### config.mk
export PLATFORM = sky130hd
export DESIGN_NAME = wit_watch_timer
export DESIGN_NICKNAME = d
export VERILOG_FILES = /design/src/include/wit_pkg.sv /design/src/hw/wit_clock_divider.sv /design/src/hw/wit_prescaler.sv /design/src/hw/wit_watch_timer.sv
export SDC_FILE = /design/constraint.sdc
export NUM_CORES = 1
export LEC_CHECK = 0
export ABC_AREA = 1
export BUFFER_PORTS_ARGS = -buffer_cell sky130_fd_sc_hd__buf_2
export CAP_MARGIN = 10
export CORE_MARGIN = 10
export CORE_UTILIZATION = 55
export DETAILED_ROUTE_END_ITERATION = 10
export MAX_ROUTING_LAYER = met4
export PLACE_DENSITY = 0.87
export SLEW_MARGIN = 20
export SYNTH_ARGS = -nofsm -noshare
export SYNTH_HDL_FRONTEND = slang
export SYNTH_SLANG_ARGS = --single-unit
### constraint.sdc
create_clock -name clk -period 1.95 [get_ports clk]
set_input_delay 0.0975 -clock clk [delete_from_list [all_inputs] [get_ports clk]]
set_output_delay 0.0975 -clock clk [all_outputs]
set_load 0.02 [all_outputs]
### src/include/wit_pkg.sv
// Constants, field layout and carrier types for the watch and interval timer.
// Assumes one system clock that stands for the main clock and a byte-wide CPU port.
package wit_pkg;

	// Control register location and reset value.
	localparam logic [15:0] WATCH_MODE_CONTROL_ADDR  = 16'hFF41;
	localparam logic [7:0]  WATCH_MODE_CONTROL_RESET = 8'h00;

	// Address and data widths of the CPU port.
	localparam int ADDR_WIDTH = 16;
	localparam int DATA_WIDTH = 8;

	// Main clock divider: the watch clock is the main clock over 2^7 or 2^11.
	localparam int DIV_WIDTH     = 11;
	localparam int DIV_FAST_BITS = 7;
	localparam int DIV_SLOW_BITS = 11;

	// Prescaler and watch counter widths.
	localparam int PRESCALER_WIDTH = 9;
	localparam int COUNTER_WIDTH   = 5;

	// Fast-feed flag period is 2^5 watch clock periods.
	localparam int FAST_FEED_BITS = 5;

	// Normal flag period is 2^14 watch clock periods, 0.25 s at 8.38 MHz over 2^7.
	localparam int NORMAL_FLAG_BITS = PRESCALER_WIDTH + COUNTER_WIDTH;

	// Interval code 000 selects 2^4 watch clock periods; codes above 101 are prohibited.
	localparam int         INTERVAL_BASE_BITS = 4;
	localparam logic [2:0] INTERVAL_CODE_MAX  = 3'h5;

	// Watch mode control register layout, bit 7 first.
	typedef struct packed {
		logic       countClockSelect;
		logic [2:0] intervalSelect;
		logic       flagRateSelect;
		logic       reservedZero;
		logic       counterRun;
		logic       timerEnable;
	} wit_ctrl_s;

	// Timer events raised in one cycle.
	typedef struct packed {
		logic watchEvent;
		logic intervalEvent;
	} wit_event_s;

endpackage : wit_pkg

### src/hw/wit_clock_divider.sv
// Divider that turns the main clock into one-cycle watch clock ticks.
// Assumes clk is the main clock and the select input comes from the same domain.
`timescale 1ns/1ps
module wit_clock_divider
(
	input  wire logic clk,
	input  wire logic srst,
	input  wire logic countClockSelect,
	output logic      fwTick_ff
);

	logic [wit_pkg::DIV_WIDTH-1:0] divCount_ff;
	logic [wit_pkg::DIV_WIDTH-1:0] nxt_divCount;
	logic                          nxt_fwTick;

	// A tick marks the last main clock cycle of each watch clock period.
	always_comb
	begin
		nxt_divCount = divCount_ff + 1'b1;
		if (countClockSelect)
			nxt_fwTick = &divCount_ff[wit_pkg::DIV_SLOW_BITS-1:0];
		else
			nxt_fwTick = &divCount_ff[wit_pkg::DIV_FAST_BITS-1:0];
	end

	always_ff @(posedge clk)
	begin
		if (srst)
		begin
			divCount_ff <= '0;
			fwTick_ff   <= 1'b0;
		end
		else
		begin
			divCount_ff <= nxt_divCount;
			fwTick_ff   <= nxt_fwTick;
		end
	end

endmodule : wit_clock_divider

### src/hw/wit_prescaler.sv
// Nine-bit prescaler counted by watch clock ticks.
// Assumes clear and advance come from logic on the same clock.
`timescale 1ns/1ps
module wit_prescaler
(
	input  wire logic                                 clk,
	input  wire logic                                 srst,
	input  wire logic                                 clear,
	input  wire logic                                 advance,
	output logic [wit_pkg::PRESCALER_WIDTH-1:0]       count_ff
);

	logic [wit_pkg::PRESCALER_WIDTH-1:0] nxt_count;

	// Clear has priority over counting.
	always_comb
	begin
		if (clear)
			nxt_count = '0;
		else if (advance)
			nxt_count = count_ff + 1'b1;
		else
			nxt_count = count_ff;
	end

	always_ff @(posedge clk)
	begin
		if (srst)
			count_ff <= '0;
		else
			count_ff <= nxt_count;
	end

endmodule : wit_prescaler

### src/hw/wit_watch_timer.sv
// Watch and interval timer with its byte-wide mode control register.
// Assumes a synchronous CPU port on clk; clk stands for the main clock.
//
// Behaviour
// - Interval interrupt repeats every selected prescaler interval while enabled.
// - Control register sits at FF41H and reads 00H after reset.
// - Bit 7 selects watch clock: main clock over 2^7 or 2^11.
// - Bits 6..4 select 2^4..2^9 periods; codes 110 and 111 prohibited.
// - Bit 3 selects flag period: 2^14 normal, 2^5 fast-feed.
// - Bit 1 runs the 5-bit counter; zero stops and clears it.
// - Bit 0 enables the timer; zero clears prescaler and counter.
// - Watch counting runs only when bits 0 and 1 are both set.
// - Writing those bits to zero clears the counter and stops counting.
// - Clearing only bit 1 restarts the watch; prescaler keeps running.
// - Normal mode gives a watch period of 2^14 watch clocks; the first one after setting only bit 1 can be shorter.
`timescale 1ns/1ps
module wit_watch_timer
(
	input  wire logic                             clk,
	input  wire logic                             srst,
	input  wire logic [wit_pkg::ADDR_WIDTH-1:0]   cpuAddr,
	input  wire logic                             cpuWrEn,
	input  wire logic [wit_pkg::DATA_WIDTH-1:0]   cpuWrData,
	input  wire logic                             cpuRdEn,
	output logic      [wit_pkg::DATA_WIDTH-1:0]   cpuRdData_ff,
	output logic                                  watchInterrupt_ff,
	output logic                                  intervalInterrupt_ff
);

	// True when the CPU port addresses the control register.
	function automatic logic isCtrlAddr(input logic [wit_pkg::ADDR_WIDTH-1:0] addr);
		isCtrlAddr = (addr == wit_pkg::WATCH_MODE_CONTROL_ADDR);
	endfunction : isCtrlAddr

	// Prescaler tap that closes the selected interval.
	function automatic logic [3:0] intervalTap(input logic [2:0] code);
		intervalTap = 4'(wit_pkg::INTERVAL_BASE_BITS - 1) + 4'(code);
	endfunction : intervalTap

	wit_pkg::wit_ctrl_s                  ctrl_ff;
	wit_pkg::wit_ctrl_s                  nxt_ctrl;
	logic [wit_pkg::DATA_WIDTH-1:0]      nxt_cpuRdData;
	logic [wit_pkg::COUNTER_WIDTH-1:0]   counter_ff;
	logic [wit_pkg::COUNTER_WIDTH-1:0]   nxt_counter;
	wit_pkg::wit_event_s                 events;
	logic                                fwTick;
	logic                                prescAdvance;
	logic                                prescClear;
	logic                                counterRunning;
	logic                                prescWrap;
	logic                                counterWrap;
	logic                                intervalLegal;
	logic [wit_pkg::PRESCALER_WIDTH-1:0] prescCount;
	logic [wit_pkg::PRESCALER_WIDTH-1:0] lowOnes;

	// Watch clock ticks from the main clock.
	wit_clock_divider u_divider
	(
		.clk              (clk),
		.srst             (srst),
		.countClockSelect (ctrl_ff.countClockSelect),
		.fwTick_ff        (fwTick)
	);

	// The prescaler runs whenever the timer is enabled.
	wit_prescaler u_prescaler
	(
		.clk      (clk),
		.srst     (srst),
		.clear    (prescClear),
		.advance  (prescAdvance),
		.count_ff (prescCount)
	);

	// Each lowOnes bit says the prescaler bits up to it are all ones.
	genvar gi;
	generate
		for (gi = 0; gi < wit_pkg::PRESCALER_WIDTH; gi++)
		begin : g_low_ones
			assign lowOnes[gi] = &prescCount[gi:0];
		end
	endgenerate

	// Control register: whole-byte writes, bit 2 held at zero.
	always_comb
	begin
		nxt_ctrl = ctrl_ff;
		if (cpuWrEn && isCtrlAddr(cpuAddr))
		begin
			nxt_ctrl              = wit_pkg::wit_ctrl_s'(cpuWrData);
			nxt_ctrl.reservedZero = 1'b0;
		end
	end

	always_ff @(posedge clk)
	begin
		if (srst)
			ctrl_ff <= wit_pkg::wit_ctrl_s'(wit_pkg::WATCH_MODE_CONTROL_RESET);
		else
			ctrl_ff <= nxt_ctrl;
	end

	// Read data appears one cycle after the read strobe, zero otherwise.
	always_comb
	begin
		nxt_cpuRdData = '0;
		if (cpuRdEn && isCtrlAddr(cpuAddr))
			nxt_cpuRdData = ctrl_ff;
	end

	always_ff @(posedge clk)
	begin
		if (srst)
			cpuRdData_ff <= '0;
		else
			cpuRdData_ff <= nxt_cpuRdData;
	end

	// Prescaler control and watch counter.
	assign prescClear     = ~ctrl_ff.timerEnable;
	assign prescAdvance   = fwTick & ctrl_ff.timerEnable;
	assign counterRunning = ctrl_ff.timerEnable & ctrl_ff.counterRun;
	assign prescWrap      = prescAdvance & lowOnes[wit_pkg::PRESCALER_WIDTH-1];
	assign counterWrap    = counterRunning & prescWrap & (&counter_ff);

	always_comb
	begin
		if (!counterRunning)
			nxt_counter = '0;
		else if (prescWrap)
			nxt_counter = counter_ff + 1'b1;
		else
			nxt_counter = counter_ff;
	end

	always_ff @(posedge clk)
	begin
		if (srst)
			counter_ff <= '0;
		else
			counter_ff <= nxt_counter;
	end

	// Event decode; prohibited interval codes raise no interval event.
	assign intervalLegal = ctrl_ff.intervalSelect <= wit_pkg::INTERVAL_CODE_MAX;

	always_comb
	begin
		events = '0;
		if (ctrl_ff.flagRateSelect)
			events.watchEvent = counterRunning & prescAdvance
				& lowOnes[wit_pkg::FAST_FEED_BITS-1];
		else
			events.watchEvent = counterWrap;
		if (intervalLegal)
			events.intervalEvent = prescAdvance
				& lowOnes[intervalTap(ctrl_ff.intervalSelect)];
	end

	always_ff @(posedge clk)
	begin
		if (srst)
		begin
			watchInterrupt_ff    <= 1'b0;
			intervalInterrupt_ff <= 1'b0;
		end
		else
		begin
			watchInterrupt_ff    <= events.watchEvent;
			intervalInterrupt_ff <= events.intervalEvent;
		end
	end

endmodule : wit_watch_timer

==> results.txt <==
The most used flip-flop cell after synthesis is sky130_fd_sc_hd__dfxtp_1. The setup TNS came out at 0 ns. The logic depth of the worst path, buffers included is 11. The placer congestion estimate is 0.8637. The maximum frequency from static timing analysis is 558.0 MHz. The first global-routing pass estimated 7507 um of wire.

The deepest level of the CTS H-tree came out at 2. The number of antenna diodes came out at 0. The critical path is of the reg -> reg type. In this run the remaining antenna-violating nets after routing total 0. Traced cell by cell, the critical path runs through ha_2 -> inv_1 -> nor2_4 -> nand2_1 -> nor3_2 -> ha_2 -> inv_1 -> nor2_8 -> buf_4 -> and3_1 -> nor3_2.

The share of the Yosys chip area taken by registers is 39.18%. The number of clock buffers added by TritonCTS is 5. The final instance count without filler cells is 379.

In this run the worst path has a maximum fanout of 4. After global routing the overflow that remains totals 0. The HPWL after detailed placement came out at 3477 um. The filler cell count in the final layout came out at 312. The clock skew after layout is 0.008351 ns. Buffers placed on the I/O ports in this run total 35. The number of standard cells after synthesis came out at 289. Setup repair after global routing left no endpoint under its margin.

For this design, the slowest cell found on the critical path is sky130_fd_sc_hd__dfxtp_1. The data arrival time of the worst path is 1.98 ns. The area of the core region is 3716 um^2. The net count reported at finish is 368. The die footprint is 6800 um^2. The run finished with clean final reports. The data required time of the worst path is 2.14 ns. The fraction of the cycle the final worst path needs came out at 91.90%. The top-level port count came out at 38.

For this design the static power due to leakage is 1.103 nW. The number of DRC violations after detailed routing came out at 0. The largest single stage delay on the critical path is 0.35 ns. The start point of the worst min-delay path is srst. The number of cells on the worst reg-to-reg path is 11.

The tool flagged a number of max-cap violations equal to 0. The number of enable flip-flop cells after synthesis is 0. The via density per instance came out at 5.013. Counting every sink on the clock net gives 42. The number of antenna violations at the first check in global routing is 0. The number of global-route vias before repair is 1826. The critical path's top delay family is simple AND/OR/NAND/NOR gates. STA classifies the critical path endpoint as a flop.

In the final routed layout, each cell accounts on average for 11.81 um. The type of element launching the critical path is a flop. The first-pass detailed-route iteration total is 4. Across all hold checks on the routed design, the worst slack comes to 0.1197 ns. The tightest min-delay check is of the in -> reg type. In this run the critical register-to-register path is captured at counter_ff[2]$_SDFFE_PP0P_.

Row generation in the floorplan step produced 22 rows. The total wire length after detailed routing came out at 4475 um. The vertical die dimension came out at 82.46 um. The tree is rooted in a sky130_fd_sc_hd__clkbuf_8.

The number of buffers and inverters on the critical path came out at 3. The startpoint identified for the worst register-to-register timing path is u_prescaler.count_ff[0]$_SDFFE_PP0P_. The count of hold-fix buffers inserted at cts came out at 0. After the first detailed-routing iteration, the DRC count stood at 145. The worst setup path endpoint is counter_ff[2]$_SDFFE_PP0P_. Counting along the longest clock path gives a buffer depth of 2.

The register-to-register path setup slack came out at 0.16 ns. The insertion delay to the later sink of the worst-skew pair is 0.29 ns. TritonCTS built the clock tree. The fraction of layout cells with a size suffix above 1 came out at 24.77%. The number of cells in the design after placement came out at 370. Counting every net in the synthesized netlist gives 326. Setup violations remaining at the end of the flow were counted as 0. Power spread over the standard cell area amounts to 645.2 nW/um^2. The Yosys step of the flow raised 0 warnings. The number of different library cells in the post-synthesis netlist is 32. For this run, asynchronously set or reset flops after synthesis account for 0%. From left edge to right edge, the die measures 82.46 um. The number of endpoints with negative hold slack in the final report came out at 0.

The shortest period the worst path allows came out at 1.792 ns. The cell area after synthesis came out at 2146 um^2. After clock tree synthesis, the clock-pin slew on the worst setup and hold paths is 0.08 ns. The number of vias in the routed layout came out at 1900.

Synthesis inferred 42 register bits. The starting density of the core is 57.74%. The largest voltage drop on the vdd net came out at 0.0005923 V. The max-slew violation count is 0. The synthesized area per cell came out at 7.425 um^2. In this run the worst setup path begins at u_prescaler.count_ff[0]$_SDFFE_PP0P_. The maximum number of pins on one net before global-route repair is 16. The layout overhead on the synthesized area is 16.91%. The global-route usage over all layers is 14.31%.
registers in the layout, indices dropped and copies added, names as in the netlist:
signal	cells
cpuRdData_ff	7
u_divider.divCount_ff	11
intervalInterrupt_ff	1
watchInterrupt_ff	1
u_prescaler.count_ff	9
u_divider.fwTick_ff	1
ctrl_ff	7
counter_ff	5
layout make-up:
type / count / area, um^2 / area share, %
sequential: 42 / 842.1 / 33.57
timing repair buffer: 39 / 205.2 / 8.180
clock inverter: 1 / 30.03 / 1.197
multi-input combinational: 194 / 1105 / 44.04
clock buffer: 6 / 82.58 / 3.292
inverter: 49 / 183.9 / 7.332
tap: 48 / 60.06 / 2.394
kinds of logic after synthesis:
kind of cell / share of synthesized area [%]
fa+ha+maj: 5.248
buf+inv: 9.795
other cells: 0.1748
simple gates: 37.38
flops: 39.18
xor+xnor: 0.8165
compound gates: 7.406
how the worst min path moves through the flow:
stage | end | slack, ns | cells past startpoint
after detailed placement | u_divider.divCount_ff[0]$_SDFF_PP0_ | 0.42 | 2
after floorplan | cpuRdData_ff[7]$_SDFF_PP0_ | 0.31 | 2
final | u_divider.divCount_ff[0]$_SDFF_PP0_ | 0.12 | 2
after CTS | u_divider.divCount_ff[0]$_SDFF_PP0_ | 0.11 | 2
after global placement | u_divider.divCount_ff[0]$_SDFF_PP0_ | 0.41 | 2
after global routing | u_divider.divCount_ff[0]$_SDFF_PP0_ | 0.14 | 2
cells in the final DEF (no fill, tap or decap), types with 2 or more instances in the layout:
master / n
sky130_fd_sc_hd__nor2_4: 7
sky130_fd_sc_hd__buf_2: 35
sky130_fd_sc_hd__nand3_1: 14
sky130_fd_sc_hd__nand3_2: 3
sky130_fd_sc_hd__nor3b_2: 2
sky130_fd_sc_hd__dfxtp_1: 41
sky130_fd_sc_hd__ha_2: 2
sky130_fd_sc_hd__inv_1: 42
sky130_fd_sc_hd__o21ai_0: 7
sky130_fd_sc_hd__ha_1: 7
sky130_fd_sc_hd__inv_2: 6
sky130_fd_sc_hd__nor2_1: 47
sky130_fd_sc_hd__a21oi_1: 14
sky130_fd_sc_hd__clkbuf_8: 6
sky130_fd_sc_hd__nor2_8: 2
sky130_fd_sc_hd__o21ai_1: 3
sky130_fd_sc_hd__buf_4: 4
sky130_fd_sc_hd__nor3_2: 3
sky130_fd_sc_hd__nor2_2: 3
sky130_fd_sc_hd__nand2_1: 48
sky130_fd_sc_hd__nand4_1: 11
sky130_fd_sc_hd__nor3_1: 5
sky130_fd_sc_hd__xnor2_1: 2
sky130_fd_sc_hd__a21oi_2: 2
sky130_fd_sc_hd__nand3b_1: 2
sky130_fd_sc_hd__nand2_2: 3
through the flow:
stage | power, mW | cell area, um^2 | util, % | worst slack, ns
after CTS | 1.637 | 2482 | 66.80 | 0.05034
after global placement | 0.9496 | 2370 | 63.77 | 0.1468
after detailed placement | 0.9520 | 2370 | 63.77 | 0.04988
after global routing | 1.672 | 2509 | 67.51 | 0.01123
final | 1.619 | 2509 | 67.51 | 0.1579
after floorplan | 0.9218 | 2146 | - | 0.1921
worst register-to-register path, cell delays in order, from the launching register on:
cell and delay [ns]:
sky130_fd_sc_hd__dfxtp_1 0.35, sky130_fd_sc_hd__ha_2 0.20, sky130_fd_sc_hd__inv_1 0.07, sky130_fd_sc_hd__nor2_4 0.13, sky130_fd_sc_hd__nand2_1 0.10, sky130_fd_sc_hd__nor3_2 0.11
sky130_fd_sc_hd__ha_2 0.19, sky130_fd_sc_hd__inv_1 0.09, sky130_fd_sc_hd__nor2_8 0.11, sky130_fd_sc_hd__buf_4 0.14, sky130_fd_sc_hd__and3_1 0.16, sky130_fd_sc_hd__nor3_2 0.04
synth_stat cells, types with 3 or more instances:
| cell | n | share of area (%) |
|---|---|---|
| sky130_fd_sc_hd__nor2_4 | 7 | 3.7 |
| sky130_fd_sc_hd__buf_4 | 3 | 1.0 |
| sky130_fd_sc_hd__o21ai_1 | 3 | 0.70 |
| sky130_fd_sc_hd__nor2_2 | 3 | 0.87 |
| sky130_fd_sc_hd__nand2_2 | 3 | 0.87 |
| sky130_fd_sc_hd__nor3_1 | 6 | 1.4 |
| sky130_fd_sc_hd__a21oi_1 | 14 | 3.3 |
| sky130_fd_sc_hd__inv_1 | 42 | 7.3 |
| sky130_fd_sc_hd__nand3_2 | 3 | 1.4 |
| sky130_fd_sc_hd__nand3_1 | 14 | 3.3 |
| sky130_fd_sc_hd__ha_1 | 9 | 5.2 |
| sky130_fd_sc_hd__dfxtp_1 | 42 | 39 |
| sky130_fd_sc_hd__inv_2 | 6 | 1.0 |
| sky130_fd_sc_hd__nand2_1 | 48 | 8.4 |
| sky130_fd_sc_hd__nand4_1 | 11 | 3.2 |
| sky130_fd_sc_hd__o21ai_0 | 7 | 1.6 |
| sky130_fd_sc_hd__nor2_1 | 47 | 8.2 |
metal layers:
layer	vias to the layer above	global-route usage (%)	share of wire, %
met1	866	14.04	42
met4	0	7.143	2.0
met3	8	2.700	3.6
li1	1000	-	-
met5	-	-	0
met2	26	26.28	53
what timing repair did:
item,in CTS,in global routing
resized for setup,0,4
buffers inserted,0,2
endpoints found under the setup margin,0,3
report_power, final:
group	leakage [nW]	internal, mW	switching (mW)
registers	0.339	0.862	0.00303
logic	0.706	0.0301	0.0372
clock network	0.0573	0.409	0.277
(Power assumes the default switching activity.)
